`src/hdl/hvw_pkg.sv`:
```
// package for the high-voltage wake input block: map, fields, modes, timing
package hvw_pkg;

    // =====================================================================
    // geometry and timing
    localparam int unsigned N_PINS      = 4;
    localparam int unsigned CLK_MHZ     = 100;
    localparam int unsigned FILT1_US    = 16;
    localparam int unsigned FILT2_US    = 64;
    localparam int unsigned FILT1_CYC   = FILT1_US * CLK_MHZ;
    localparam int unsigned FILT2_CYC   = FILT2_US * CLK_MHZ;
    localparam int unsigned CNT_W       = 16;

    // =====================================================================
    // register byte offsets
    localparam logic [7:0] OFS_CTRL0    = 8'h00;  // control of pin i at OFS_CTRL0 + 4*i
    localparam logic [7:0] OFS_MODE     = 8'h10;
    localparam logic [7:0] OFS_STAT     = 8'h14;
    localparam logic [7:0] OFS_LVL      = 8'h18;
    localparam logic [7:0] OFS_MASK     = 8'h1C;

    // =====================================================================
    // control field positions and codes
    localparam int unsigned CTL_FILT_LSB = 0;
    localparam int unsigned CTL_PULL_LSB = 3;
    localparam int unsigned CTL_EN_LSB   = 5;
    localparam int unsigned CTL_W        = 7;

    localparam logic [1:0] EN_OFF       = 2'h0;
    localparam logic [1:0] EN_WAKE      = 2'h1;
    localparam logic [1:0] EN_SYNC      = 2'h2;

    localparam logic [1:0] PULL_NONE    = 2'h0;
    localparam logic [1:0] PULL_DOWN    = 2'h1;
    localparam logic [1:0] PULL_UP      = 2'h2;
    localparam logic [1:0] PULL_AUTO    = 2'h3;

    localparam logic [2:0] FILT_ST1     = 3'h0;  // static, first filter time
    localparam logic [2:0] FILT_ST2     = 3'h1;  // static, second filter time
    localparam logic [2:0] FILT_CY1     = 3'h2;  // cyclic, window from high-side switch
    localparam logic [2:0] FILT_CY2     = 3'h3;
    localparam logic [2:0] FILT_CYSYNC  = 3'h4;  // cyclic with synchronization

    localparam logic [N_PINS*CTL_W-1:0] CTRL_RST = '0;

    // =====================================================================
    // types
    typedef struct packed {
        logic [1:0] wake_enable_select;
        logic [1:0] pull_select;       // [1] pull_select_high_bit, [0] pull_select_low_bit
        logic [2:0] wake_filter_select;
    } hvw_ctrl_t;

    typedef enum logic [2:0] {
        MD_INIT     = 3'b000,
        MD_NORMAL   = 3'b001,
        MD_STOP     = 3'b010,
        MD_SLEEP    = 3'b011,
        MD_FAILSAFE = 3'b100,
        MD_RESTART  = 3'b101
    } hvw_mode_t;

    typedef struct packed {
        logic [N_PINS-1:0] up;
        logic [N_PINS-1:0] down;
    } hvw_pull_t;

endpackage

```
`src/hdl/hvw_wake_input.sv`:
```
// high-voltage wake input block with AHB-Lite register slave
// Notes on behaviour
// - every wake pin flags an event on both rising and falling level changes.
// - events raise interrupt in Normal/Stop, wake the device in Sleep/Fail-Safe.
// - software picks static sense (always watched) or cyclic sense (watched in window).
// - a threshold crossing starts the filter; recrossing before expiry cancels the wake.
// - each pin's wake capability is enabled or disabled by software.
// - every pin wake event sets a sticky bit in the wake event status.
// - pin levels readable in Normal/Stop/Init; cyclic sense shows last sampled level.
// - pull select 00 none (reset), 01 pull-down, 10 pull-up.
// - pull select 11 follows the level: pull-up when high, pull-down when low.
// - each pin has a filter select for static and cyclic sensing.
// - Init to Normal in static sense with pin high sets status and interrupt.
// - cyclic sense samples during high-side switch on-time; a change is an event.
// - enable field 10 makes the fourth pin the sync input with no wake.
// - Sleep request refused, Restart entered, when only wake source is cyclic sync.
// - the fourth pin level is not reported while it serves as sync input.
// - first filter time is 16 us.
// - second filter time is 64 us.
`timescale 1ns/1ns
module hvw_wake_input
    import hvw_pkg::*;
#(
    parameter int unsigned FILT1_CYCLES = hvw_pkg::FILT1_CYC,   // first filter, cycles
    parameter int unsigned FILT2_CYCLES = hvw_pkg::FILT2_CYC    // second filter, cycles
) (
    input  wire logic                       core_clk,       // 100 MHz clock
    input  wire logic                       rst_n,          // async reset, active low
    input  wire logic                       hsel,           // AHB-Lite select
    input  wire logic [31:0]                haddr,          // byte address
    input  wire logic [1:0]                 htrans,         // transfer type
    input  wire logic                       hwrite,         // write strobe
    input  wire logic [2:0]                 hsize,          // transfer size
    input  wire logic [31:0]                hwdata,         // write data
    input  wire logic                       hready,         // bus ready in
    output logic [31:0]                     hrdata,         // read data
    output logic                            hreadyout,      // slave ready
    output logic                            hresp,          // always OKAY
    input  wire logic [hvw_pkg::N_PINS-1:0] wake_input_pin, // comparator outputs
    input  wire logic [hvw_pkg::N_PINS-1:0] hs_on,          // high-side switch on-times
    output hvw_pkg::hvw_pull_t              pull_en,        // current source enables
    output logic                            sync_out,       // sync level toward switches
    output logic [2:0]                      dev_mode,       // present device mode
    output logic                            wake_req,       // wake from low-power mode
    output logic                            irq             // level interrupt
);
    import hvw_pkg::*;

    localparam int unsigned LAST = N_PINS - 1;

    // =====================================================================
    // registers and state
    logic [N_PINS*CTL_W-1:0] ctrl_ff;
    logic [N_PINS-1:0]       stat_ff;
    logic [N_PINS-1:0]       mask_ff;
    logic [N_PINS-1:0]       lvl_ff;
    hvw_mode_t               mode_ff;
    logic                    nrm_entry_ff;
    logic                    wake_req_ff;
    logic                    irq_ff;
    logic                    sync_out_ff;
    hvw_pull_t               pull_ff;
    logic                    wr_pend_ff;
    logic [7:0]              wr_addr_ff;
    logic                    rd_pend_ff;
    logic [7:0]              rd_addr_ff;
    logic [31:0]             hrdata_ff;
    logic                    hreadyout_ff;

    logic [N_PINS-1:0]       pin_lvl;     // synchronised pin levels
    logic [N_PINS-1:0]       pin_acc;     // filtered or sampled levels
    logic [N_PINS-1:0]       pin_evt;     // one-cycle wake events
    logic [N_PINS-1:0]       pin_act;     // pin takes part in wake detection
    logic [N_PINS-1:0]       pin_cyc;     // pin in cyclic sense
    logic                    sync_mode;
    logic                    refuse_sleep;
    logic [N_PINS-1:0]       entry_set;
    logic [2*N_PINS-1:0]     psel;

    function automatic hvw_ctrl_t ctl_of(input logic [N_PINS*CTL_W-1:0] v, input int unsigned i);
        ctl_of = v[i*CTL_W +: CTL_W];
    endfunction

    function automatic logic is_cyclic(input logic [2:0] f);
        is_cyclic = (f == FILT_CY1) || (f == FILT_CY2) || (f == FILT_CYSYNC);
    endfunction

    // the fourth pin leaves wake duty entirely while it is the sync input
    assign sync_mode = (ctl_of(ctrl_ff, LAST).wake_enable_select == EN_SYNC);

    // =====================================================================
    // per-pin detection
    genvar gi;
    generate
        for (gi = 0; gi < N_PINS; gi++) begin : g_pin
            logic             s1_ff;
            logic             s2_ff;
            logic             acc_ff;
            logic [CNT_W-1:0] cnt_ff;
            logic             win_ff;
            logic             evt_ff;
            hvw_ctrl_t        c;
            logic [CNT_W-1:0] limit;
            logic             win;
            logic             ignored;

            assign c       = ctl_of(ctrl_ff, gi);
            assign ignored = (gi == LAST) && sync_mode;
            // filter select chooses the qualification time
            assign limit   = (c.wake_filter_select == FILT_ST2 ||
                              c.wake_filter_select == FILT_CY2) ?
                             CNT_W'(FILT2_CYCLES - 1) : CNT_W'(FILT1_CYCLES - 1);
            // with sync the sense window follows the fourth pin, else the switch on-time
            assign win     = (c.wake_filter_select == FILT_CYSYNC) ? g_pin[LAST].s2_ff
                                                                    : hs_on[gi];

            always_ff @(posedge core_clk or negedge rst_n) begin
                if (!rst_n) begin
                    s1_ff <= 1'b0;
                    s2_ff <= 1'b0;
                end else begin
                    s1_ff <= wake_input_pin[gi];
                    s2_ff <= s1_ff;
                end
            end

            always_ff @(posedge core_clk or negedge rst_n) begin
                if (!rst_n) begin
                    acc_ff <= 1'b0;
                    cnt_ff <= '0;
                    win_ff <= 1'b0;
                    evt_ff <= 1'b0;
                end else begin
                    win_ff <= win;
                    evt_ff <= 1'b0;
                    if (ignored) begin
                        cnt_ff <= '0;
                        acc_ff <= s2_ff;
                    end else if (is_cyclic(c.wake_filter_select)) begin
                        cnt_ff <= '0;
                        // sample taken at the end of the on-time, when the pin has settled
                        if (win_ff && !win) begin
                            acc_ff <= s2_ff;
                            evt_ff <= (s2_ff != acc_ff);
                        end
                    end else if (s2_ff != acc_ff) begin
                        if (cnt_ff >= limit) begin
                            acc_ff <= s2_ff;
                            cnt_ff <= '0;
                            evt_ff <= 1'b1;
                        end else begin
                            cnt_ff <= cnt_ff + CNT_W'(1);
                        end
                    end else begin
                        cnt_ff <= '0;
                    end
                end
            end

            assign pin_lvl[gi] = s2_ff;
            assign pin_acc[gi] = acc_ff;
            assign psel[2*gi +: 2] = c.pull_select;
            assign pin_cyc[gi] = is_cyclic(c.wake_filter_select);
            assign pin_act[gi] = !ignored && (c.wake_enable_select == EN_WAKE ||
                                              (c.wake_enable_select == EN_SYNC && gi != LAST) ||
                                              c.wake_enable_select == 2'h3);
            assign pin_evt[gi] = evt_ff && pin_act[gi];
            assign entry_set[gi] = nrm_entry_ff && pin_act[gi] && !pin_cyc[gi] && s2_ff;
        end
    endgenerate

    // sleep is pointless if only sync-driven sensing could wake: its driver is unpowered
    always_comb begin
        refuse_sleep = 1'b0;
        if (|pin_act) begin
            refuse_sleep = 1'b1;
            for (int i = 0; i < N_PINS; i++) begin
                if (pin_act[i] && ctl_of(ctrl_ff, i).wake_filter_select != FILT_CYSYNC) begin
                    refuse_sleep = 1'b0;
                end
            end
        end
    end

    // =====================================================================
    // AHB-Lite slave: writes take no wait, reads take one so a just-written value is seen
    logic addr_ok;
    assign addr_ok = hsel && htrans[1] && hready;

    always_ff @(posedge core_clk or negedge rst_n) begin
        if (!rst_n) begin
            wr_pend_ff   <= 1'b0;
            wr_addr_ff   <= 8'h00;
            rd_pend_ff   <= 1'b0;
            rd_addr_ff   <= 8'h00;
            hreadyout_ff <= 1'b1;
        end else begin
            wr_pend_ff   <= addr_ok && hwrite;
            rd_pend_ff   <= addr_ok && !hwrite;
            hreadyout_ff <= !(addr_ok && !hwrite);
            if (addr_ok) begin
                wr_addr_ff <= haddr[7:0];
                rd_addr_ff <= haddr[7:0];
            end
        end
    end

    always_ff @(posedge core_clk or negedge rst_n) begin
        if (!rst_n) begin
            hrdata_ff <= 32'h0000_0000;
        end else if (rd_pend_ff) begin
            hrdata_ff <= 32'h0000_0000;
            for (int i = 0; i < N_PINS; i++) begin
                if (rd_addr_ff == OFS_CTRL0 + 8'(4 * i)) begin
                    hrdata_ff[CTL_W-1:0] <= ctrl_ff[i*CTL_W +: CTL_W];
                end
            end
            unique case (rd_addr_ff)
                OFS_MODE: hrdata_ff[2:0]        <= mode_ff;
                OFS_STAT: hrdata_ff[N_PINS-1:0] <= stat_ff;
                OFS_LVL:  hrdata_ff[N_PINS-1:0] <= lvl_ff;
                OFS_MASK: hrdata_ff[N_PINS-1:0] <= mask_ff;
                default:  ;
            endcase
        end
    end

    always_ff @(posedge core_clk or negedge rst_n) begin
        if (!rst_n) begin
            ctrl_ff <= CTRL_RST;
            mask_ff <= '0;
        end else if (wr_pend_ff) begin
            for (int i = 0; i < N_PINS; i++) begin
                if (wr_addr_ff == OFS_CTRL0 + 8'(4 * i)) begin
                    ctrl_ff[i*CTL_W +: CTL_W] <= hwdata[CTL_W-1:0];
                end
            end
            if (wr_addr_ff == OFS_MASK) begin
                mask_ff <= hwdata[N_PINS-1:0];
            end
        end
    end

    // =====================================================================
    // device mode
    always_ff @(posedge core_clk or negedge rst_n) begin
        if (!rst_n) begin
            mode_ff      <= MD_INIT;
            nrm_entry_ff <= 1'b0;
        end else begin
            nrm_entry_ff <= 1'b0;
            if (wr_pend_ff && wr_addr_ff == OFS_MODE) begin
                unique case (hwdata[2:0])
                    MD_NORMAL: begin
                        mode_ff      <= MD_NORMAL;
                        nrm_entry_ff <= (mode_ff == MD_INIT);
                    end
                    MD_STOP:     mode_ff <= MD_STOP;
                    MD_SLEEP:    mode_ff <= refuse_sleep ? MD_RESTART : MD_SLEEP;
                    MD_FAILSAFE: mode_ff <= MD_FAILSAFE;
                    MD_RESTART:  mode_ff <= MD_RESTART;
                    MD_INIT:     mode_ff <= MD_INIT;
                    default:     ;
                endcase
            end
        end
    end

    // =====================================================================
    // status, level, interrupt and wake
    always_ff @(posedge core_clk or negedge rst_n) begin
        if (!rst_n) begin
            stat_ff <= '0;
        end else begin
            // a new event in the clearing cycle survives: set wins over clear
            stat_ff <= (stat_ff & ~((wr_pend_ff && wr_addr_ff == OFS_STAT) ?
                                    hwdata[N_PINS-1:0] : '0))
                       | pin_evt | entry_set;
        end
    end

    always_ff @(posedge core_clk or negedge rst_n) begin
        if (!rst_n) begin
            lvl_ff <= '0;
        end else if (mode_ff == MD_NORMAL || mode_ff == MD_STOP || mode_ff == MD_INIT) begin
            for (int i = 0; i < N_PINS; i++) begin
                lvl_ff[i] <= pin_cyc[i] ? pin_acc[i] : pin_lvl[i];
            end
            if (sync_mode) begin
                lvl_ff[LAST] <= 1'b0;
            end
        end
    end

    always_ff @(posedge core_clk or negedge rst_n) begin
        if (!rst_n) begin
            irq_ff      <= 1'b0;
            wake_req_ff <= 1'b0;
        end else begin
            irq_ff <= (mode_ff == MD_NORMAL || mode_ff == MD_STOP) && |(stat_ff & mask_ff);
            if (wr_pend_ff && wr_addr_ff == OFS_MODE) begin
                wake_req_ff <= 1'b0;
            end else if ((mode_ff == MD_SLEEP || mode_ff == MD_FAILSAFE) && |pin_evt) begin
                wake_req_ff <= 1'b1;
            end
        end
    end

    // =====================================================================
    // pull sources and sync output
    always_ff @(posedge core_clk or negedge rst_n) begin
        if (!rst_n) begin
            pull_ff     <= '0;
            sync_out_ff <= 1'b0;
        end else begin
            sync_out_ff <= sync_mode && pin_lvl[LAST];
            for (int i = 0; i < N_PINS; i++) begin
                pull_ff.up[i]   <= (psel[2*i +: 2] == PULL_UP) ||
                                   (psel[2*i +: 2] == PULL_AUTO && pin_lvl[i]);
                pull_ff.down[i] <= (psel[2*i +: 2] == PULL_DOWN) ||
                                   (psel[2*i +: 2] == PULL_AUTO && !pin_lvl[i]);
            end
            if (sync_mode) begin
                pull_ff.up[LAST]   <= 1'b0;
                pull_ff.down[LAST] <= 1'b0;
            end
        end
    end

    assign hrdata    = hrdata_ff;
    assign hreadyout = hreadyout_ff;
    assign hresp     = 1'b0;
    assign pull_en   = pull_ff;
    assign sync_out  = sync_out_ff;
    assign dev_mode  = mode_ff;
    assign wake_req  = wake_req_ff;
    assign irq       = irq_ff;

endmodule

```
`config.mk`:
```
export PLATFORM = sky130hd
export DESIGN_NAME = hvw_wake_input
export DESIGN_NICKNAME = d
export VERILOG_FILES = /design/src/hdl/hvw_pkg.sv /design/src/hdl/hvw_wake_input.sv
export SDC_FILE = /design/constraint.sdc
export NUM_CORES = 1
export LEC_CHECK = 0
export ABC_AREA = 1
export BUFFER_PORTS_ARGS = -buffer_cell sky130_fd_sc_hd__buf_2
export CORE_ASPECT_RATIO = 1.5
export CORE_UTILIZATION = 40
export DETAILED_ROUTE_END_ITERATION = 10
export GPL_TIMING_DRIVEN = 0
export SLEW_MARGIN = 20
export SYNTH_ARGS = -nofsm -noshare
export SYNTH_HDL_FRONTEND = slang
export SYNTH_SLANG_ARGS = --single-unit
```
`constraint.sdc`:
```
create_clock -name core_clk -period 2.8 [get_ports core_clk]
set_clock_uncertainty 0.1 [all_clocks]
set_input_delay 0.28 -clock core_clk [delete_from_list [all_inputs] [get_ports core_clk]]
set_output_delay 0.28 -clock core_clk [all_outputs]
set_load 0.02 [all_outputs]
```
* Word level (Yosys, flattened, before mapping) *
Cells that the tools add are included.

word-level totals
  register bits after elaboration = 157
  bits of input ports = 82
  logic and storage cells = 317

operators by class
  $add $sub $neg = 4
  order comparisons = 4
  eq/ne operators = 68
  muxes and demuxes = 80
  bitwise gates (word level) = 5
  reduce and logical (&&, ||, !) cells = 113

operators with widths
  kind                                            count
  2-to-1 mux 16 bit                               13
  adder 16 x 1 -> 16 bit (second input constant)  4
  >= comparator 16 x 13 -> 1 bit                  4
  2-to-1 mux 1 bit                                54
  2-to-1 mux 13 bit                               4
  logical AND 1 bit                               42
  == test 3 x 2 -> 1 bit (second input constant)  12
  == test 2 bit (second input constant)           16
  == test 8 x 5 -> 1 bit (second input constant)  4
  logical OR 1 bit                                30
  2-to-1 mux 7 bit                                4
  == test 3 bit (second input constant)           7
  == test 3 x 1 -> 1 bit (second input constant)  6
  case mux 3 bit (6 select lines)                 1
  == test 2 x 1 -> 1 bit (second input constant)  8
  == test 8 x 4 -> 1 bit (second input constant)  2
  zero test 1 bit                                 15
  nonzero test 2 bit                              7
  != test 3 bit (second input constant)           4
  case mux 3 bit (4 select lines)                 1
  AND reduction 2 bit                             6
  AND reduction 3 bit                             4
  OR reduction 4 bit                              3
  AND 4 bit                                       2
  other kinds (13)                                21

* Depth between registers and ports, before layout *
  word-level depth = 11
  mapped depth = 14
  gate-level depth less buffers = 14

* Worst setup path after synthesis *
Ideal clock, no wire load.

  path type = reg2reg
  start point = reg ctrl_ff[23]
  end point = reg g_pin[3].cnt_ff[6]
  library setup time = 69 ps
  arrival = 1,791 ps
  setup slack = 840 ps
  cell stages (with the launch flop) = 11
  path buffers = 1
  clock period less this slack = 1,960 ps
  path through = dfrtp_1 nor2_1 inv_1 ha_1 a21oi_1 nand2_1 nand2_1 nand3_2 or2_4 buf_6 nor2_2

on the way
  longest elaborated chain between the ends = 8
  elaborated cells on any way between the ends = 13
  classes of those cells = order compare: 1; eq/ne: 4; mux: 5; reduce/logical: 3

RTL lines
  item                                                                     RTL line                                                            RTL
  start: declaration                                                       hvw_wake_input.sv:53                                                logic [N_PINS*CTL_W-1:0] ctrl_ff;
  start signal: indexed assignment                                         hvw_wake_input.sv:235                                               ctrl_ff[i*CTL_W +: CTL_W] <= hwdata[CTL_W-1:0];
  == test 3 x 1 -> 1 bit / == test 3 x 2 -> 1 bit (equally long branches)  hvw_wake_input.sv:110, hvw_wake_input.sv:85, hvw_wake_input.sv:111
  logical OR 1 bit                                                         hvw_wake_input.sv:110                                               assign limit = (c.wake_filter_select == FILT_ST2 ||
  2-to-1 mux 13 bit                                                        hvw_wake_input.sv:111                                               c.wake_filter_select == FILT_CY2) ?
  >= comparator 16 x 13 -> 1 bit                                           hvw_wake_input.sv:147                                               if (cnt_ff >= limit) begin
  2-to-1 mux 16 bit                                                        hvw_wake_input.sv:147
  2-to-1 mux 16 bit                                                        hvw_wake_input.sv:146                                               end else if (s2_ff != acc_ff) begin
  2-to-1 mux 16 bit *                                                      hvw_wake_input.sv:139                                               end else if (is_cyclic(c.wake_filter_select)) begin
  2-to-1 mux 16 bit *                                                      hvw_wake_input.sv:136                                               if (ignored) begin
  end signal: assignment                                                   hvw_wake_input.sv:152                                               cnt_ff <= cnt_ff + CNT_W'(1);
  end: declaration                                                         hvw_wake_input.sv:99                                                logic [CNT_W-1:0] cnt_ff;

Mark *: on every way between the ends. The rest lies on a longest branch, timed or not.
A chain may end at the register's enable or synchronous reset.

* Worst setup path in the final report *
  start point = reg ctrl_ff[7]
  end point = reg g_pin[1].cnt_ff[9]

on the way
  longest elaborated chain between the ends = 7
  elaborated cells on any way between the ends = 12
  classes of those cells = order compare: 1; eq/ne: 4; mux: 4; reduce/logical: 3

RTL lines
  item                                                                     RTL line
  == test 3 x 1 -> 1 bit / == test 3 x 2 -> 1 bit (equally long branches)  hvw_wake_input.sv:110, hvw_wake_input.sv:85, hvw_wake_input.sv:111
  logical OR 1 bit                                                         hvw_wake_input.sv:110
  2-to-1 mux 13 bit                                                        hvw_wake_input.sv:111
  >= comparator 16 x 13 -> 1 bit                                           hvw_wake_input.sv:147
  2-to-1 mux 16 bit                                                        hvw_wake_input.sv:147
  2-to-1 mux 16 bit                                                        hvw_wake_input.sv:146
  2-to-1 mux 16 bit *                                                      hvw_wake_input.sv:139
  end signal: assignment                                                   hvw_wake_input.sv:152
  end: declaration                                                         hvw_wake_input.sv:99

Marked as above.

==> results by group <==
Min path
  • Min-Delay Path Class: in2reg
  • Worst hold stages: 3

Synth
  • Netlist Area Pre-Place: 0.00804 mm²
  • Async S/R FF share, synth: 100%
  • Post-synth top flop: dfrtp_1
  • Syn_area_per_cell: 8.26 µm²
  • EDFF count, synth: 0
  • Synthesized flop and latch total: 157
  • Netlist cell types: 45
  • Post-synthesis sequential area ratio: 48.9%
  • Cells after synthesis: 974
  • Ys Warns: 0

Drt
  • Post-route ant nets: 0
  • DR iter-0 viols: 335
  • Final wirelength: 18000 µm
  • Via/cell ratio: 4.68
  • WL/cell: 13.2 µm
  • # DRC: 0
  • Vias post-DR: 6378
  • Drt pass-1 iters: 4

Final layout
  • Diodes inserted: 0
  • Fraction of final layout cells sized beyond drive strength 1: 14.1%
  • Area Overhead vs Synth: 18.2%
  • Final #Nets: 1199
  • Non-filler instance count after layout: 1362

Timing
  • Fmax: 438 MHz
  • Tmin final: 2.28 ns
  • RSZ-0062 raised after global routing: false
  • Final worst path period share: 81.5%
  • Worst-Margin Slew: 0.640 ns
  • Max_slew headroom: 57.3%
  • Min Hold Slack: 0.0113 ns
  • Endpoints failing setup: 0
  • Slew Limit Fails: 0
  • Hold Vio Cnt, Final: 0

Floorplan
  • Row count: 63
  • Die area: 0.0207 mm²
  • Core area: 0.0197 mm²
  • Die X: 118 µm
  • Die height: 176 µm
  • Initial core utilization: 40.8%
  • I/O pin total: 130

Pwr
  • Int Power: 0.00397 W
  • Max VDD drop: 0.000391 V
  • Psw: 0.00119 W
  • LEAKAGE: 4.75 nW
  • Comb pwr share: 7.3%
  • Sw Share: 23.0%
  • Pwr Density: 542 mW/mm²
  • Flop pwr share: 46.4%
  • Power share of the clock group: 46.3%

GRT
  • First-pass GRT wire length: 30400 µm
  • Vias in the first global route: 6308
  • Overflow after GRT: 0
  • Largest net degree at the start of global routing: 97
  • GRT Overall Usage: 18.7%
  • Antenna violations before repair: 0

Clock tree
  • Post-CTS setup buffer count: 0
  • TritonCTS clock tree: yes
  • CTS H-Tree Depth: 4
  • Clock root buffer: clkbuf_16
  • Clock transition at the registers of the reported paths: 0.06 ns
  • Clock Tree Buf Depth: 2
  • CTS Hold Buffers Added: 12
  • Clock sink total: 157
  • Cts bufs inserted: 17
  • Clk Latency, worst-skew pair: 0.43 ns
  • Cts repair resizes: 0

Placement
  • Dpl hpwl: 13400 µm
  • GP Congestion: 0.863
  • I/O Buffers: 50
  • Placed cells: 1318

Setup path
  • R2r worst-path depth: 12
  • Type of the worst setup path: reg2reg
  • Crit-path max FO: 10
  • Worst setup EP type: register
  • Crit path launch type: register
  • Critical Path AT: 2.53 ns
  • CP Data Required Time: 3.04 ns

Status
  • Run status: finished clean

Job
  • MaxCap Viol Count: 0
-- cells in the final DEF, fill, tap and decap left out, types with 4 or more instances in the layout --
| cell type | Yosys | routed |
|---|---|---|
| nand2_2 | 4 | 4 |
| nand3_1 | 66 | 66 |
| nor3_1 | 23 | 23 |
| dfrtp_1 | 156 | 156 |
| clkbuf_1 | 2 | 6 |
| nand4_1 | 13 | 13 |
| clkbuf_16 | 0 | 17 |
| nor2_2 | 14 | 14 |
| buf_4 | 30 | 30 |
| xor2_1 | 26 | 26 |
| nor2_4 | 5 | 5 |
| nand2_1 | 217 | 217 |
| xnor2_1 | 13 | 13 |
| conb_1 | 1 | 34 |
| nor2_1 | 137 | 137 |
| ha_1 | 28 | 28 |
| a21oi_1 | 27 | 27 |
| dlygate4sd3_1 | 0 | 12 |
| inv_1 | 110 | 110 |
| or2_2 | 4 | 4 |
| clkbuf_8 | 0 | 4 |
| o21ai_0 | 53 | 53 |
| buf_2 | 5 | 54 |
-- layout make-up --
| class | instances | area, µm² |
|---|---|---|
| clock inverter | 7 | 113 |
| inverter | 114 | 428 |
| timing repair buffer | 63 | 408 |
| clock buffer | 25 | 495 |
| buffer | 38 | 269 |
| fill | 1943 | 10200 |
| sequential | 157 | 3930 |
| multi-input combinational | 698 | 3540 |
| tap | 260 | 325 |
-- power groups by stage --
stage	Combinational [W]	Clock (W)	Sequential, W
after floorplan	0.000217	0	0.00243
after global placement	0.000360	0	0.00243
after detailed placement	0.000370	0	0.00243
after CTS	0.000383	0.00245	0.00239
after global routing	0.000423	0.00255	0.00240
final	0.000376	0.00239	0.00239
-- critical path, stage by stage (launching register included) --
cell     delay (ns)
dfrtp_1        0.40
inv_1          0.08
nor2_1         0.21
inv_1          0.16
ha_1           0.31
a21oi_1        0.13
nand2_1        0.10
nand2_1        0.09
nand3_1        0.06
nor2_1         0.13
inv_1          0.11
buf_4          0.19
nor2_1         0.12
-- registers in the layout, indices dropped and copies added, names as in the netlist, 7 cells and up --
register	count
pull_en	8
g_pin.cnt_ff	64
ctrl_ff	28
hrdata	7
rd_addr_ff	8
-- final timing paths --
kind | end | slack, ns | start
max | g_pin[1].cnt_ff[9] | 0.52 | ctrl_ff[7]
min | rd_addr_ff[2] | 0.01 | haddr[2]
max reg2reg | g_pin[1].cnt_ff[9] | 0.52 | ctrl_ff[7]
min reg2reg | g_pin[2].s2_ff | 0.25 | g_pin[2].s1_ff
max in group asynchronous | lvl_ff[2] | 1.50 | rst_n
min in group asynchronous | g_pin[0].cnt_ff[0] | 0.26 | rst_n
-- metal layers --
layer	wire length, µm	up-vias	global-route usage, %
met5	0	-	0
met4	507	0	9.08
met3	449	31	3.38
met2	9570	92	34.0
met1	7440	2975	20.9
li1	-	3280	-
-- cells in the mapped netlist, drive strengths merged, types with 3 or more instances --
master | count | area (µm²)
nor2 | 156 | 658
or2 | 5 | 33.8
ha | 28 | 350
dfrtp | 156 | 3900
nor3 | 24 | 125
nand3 | 69 | 360
buf | 36 | 262
o21a | 3 | 22.5
a31oi | 3 | 18.8
nand2 | 222 | 851
o21ai | 55 | 275
o221ai | 3 | 26.3
xnor2 | 13 | 114
xor2 | 26 | 228
nand4 | 14 | 93.8
inv | 113 | 424
a21oi | 27 | 135
-- cell families (layout without fill, tap and decap cells) --
group                      Yosys count  count (layout)  share of synthesized area, %
muxes                                1               1                         0.140
other                                1              34                        0.0466
buffers and inverters              152             247                          8.67
xor gates and xnor gates            39              39                          4.25
and+or+nand+nor                    496             496                          26.9
adders and majority gates           28              28                          4.36
AOI/OAI and AO/OA                  100             100                          6.80
DFF                                157             157                          48.9
-- stage by stage --
| step | setup slack [ns] | area (µm²) | total power, W | util [%] | TNS [ns] |
|---|---|---|---|---|---|
| 2_1_floorplan | 0.840 | 8170 | 0.00265 | - | 0 |
| 3_3_place_gp | -1.12 | 8740 | 0.00279 | 44.4 | -172.36 |
| 3_5_place_dp | 0.515 | 8780 | 0.00280 | 44.6 | 0 |
| 4_1_cts | 0.488 | 9510 | 0.00522 | 48.2 | 0 |
| 5_1_grt | 0.268 | 9510 | 0.00537 | 48.2 | 0 |
| 6_report | 0.518 | 9510 | 0.00515 | 48.2 | 0 |
No activity file was read; power rests on OpenSTA's default activity.
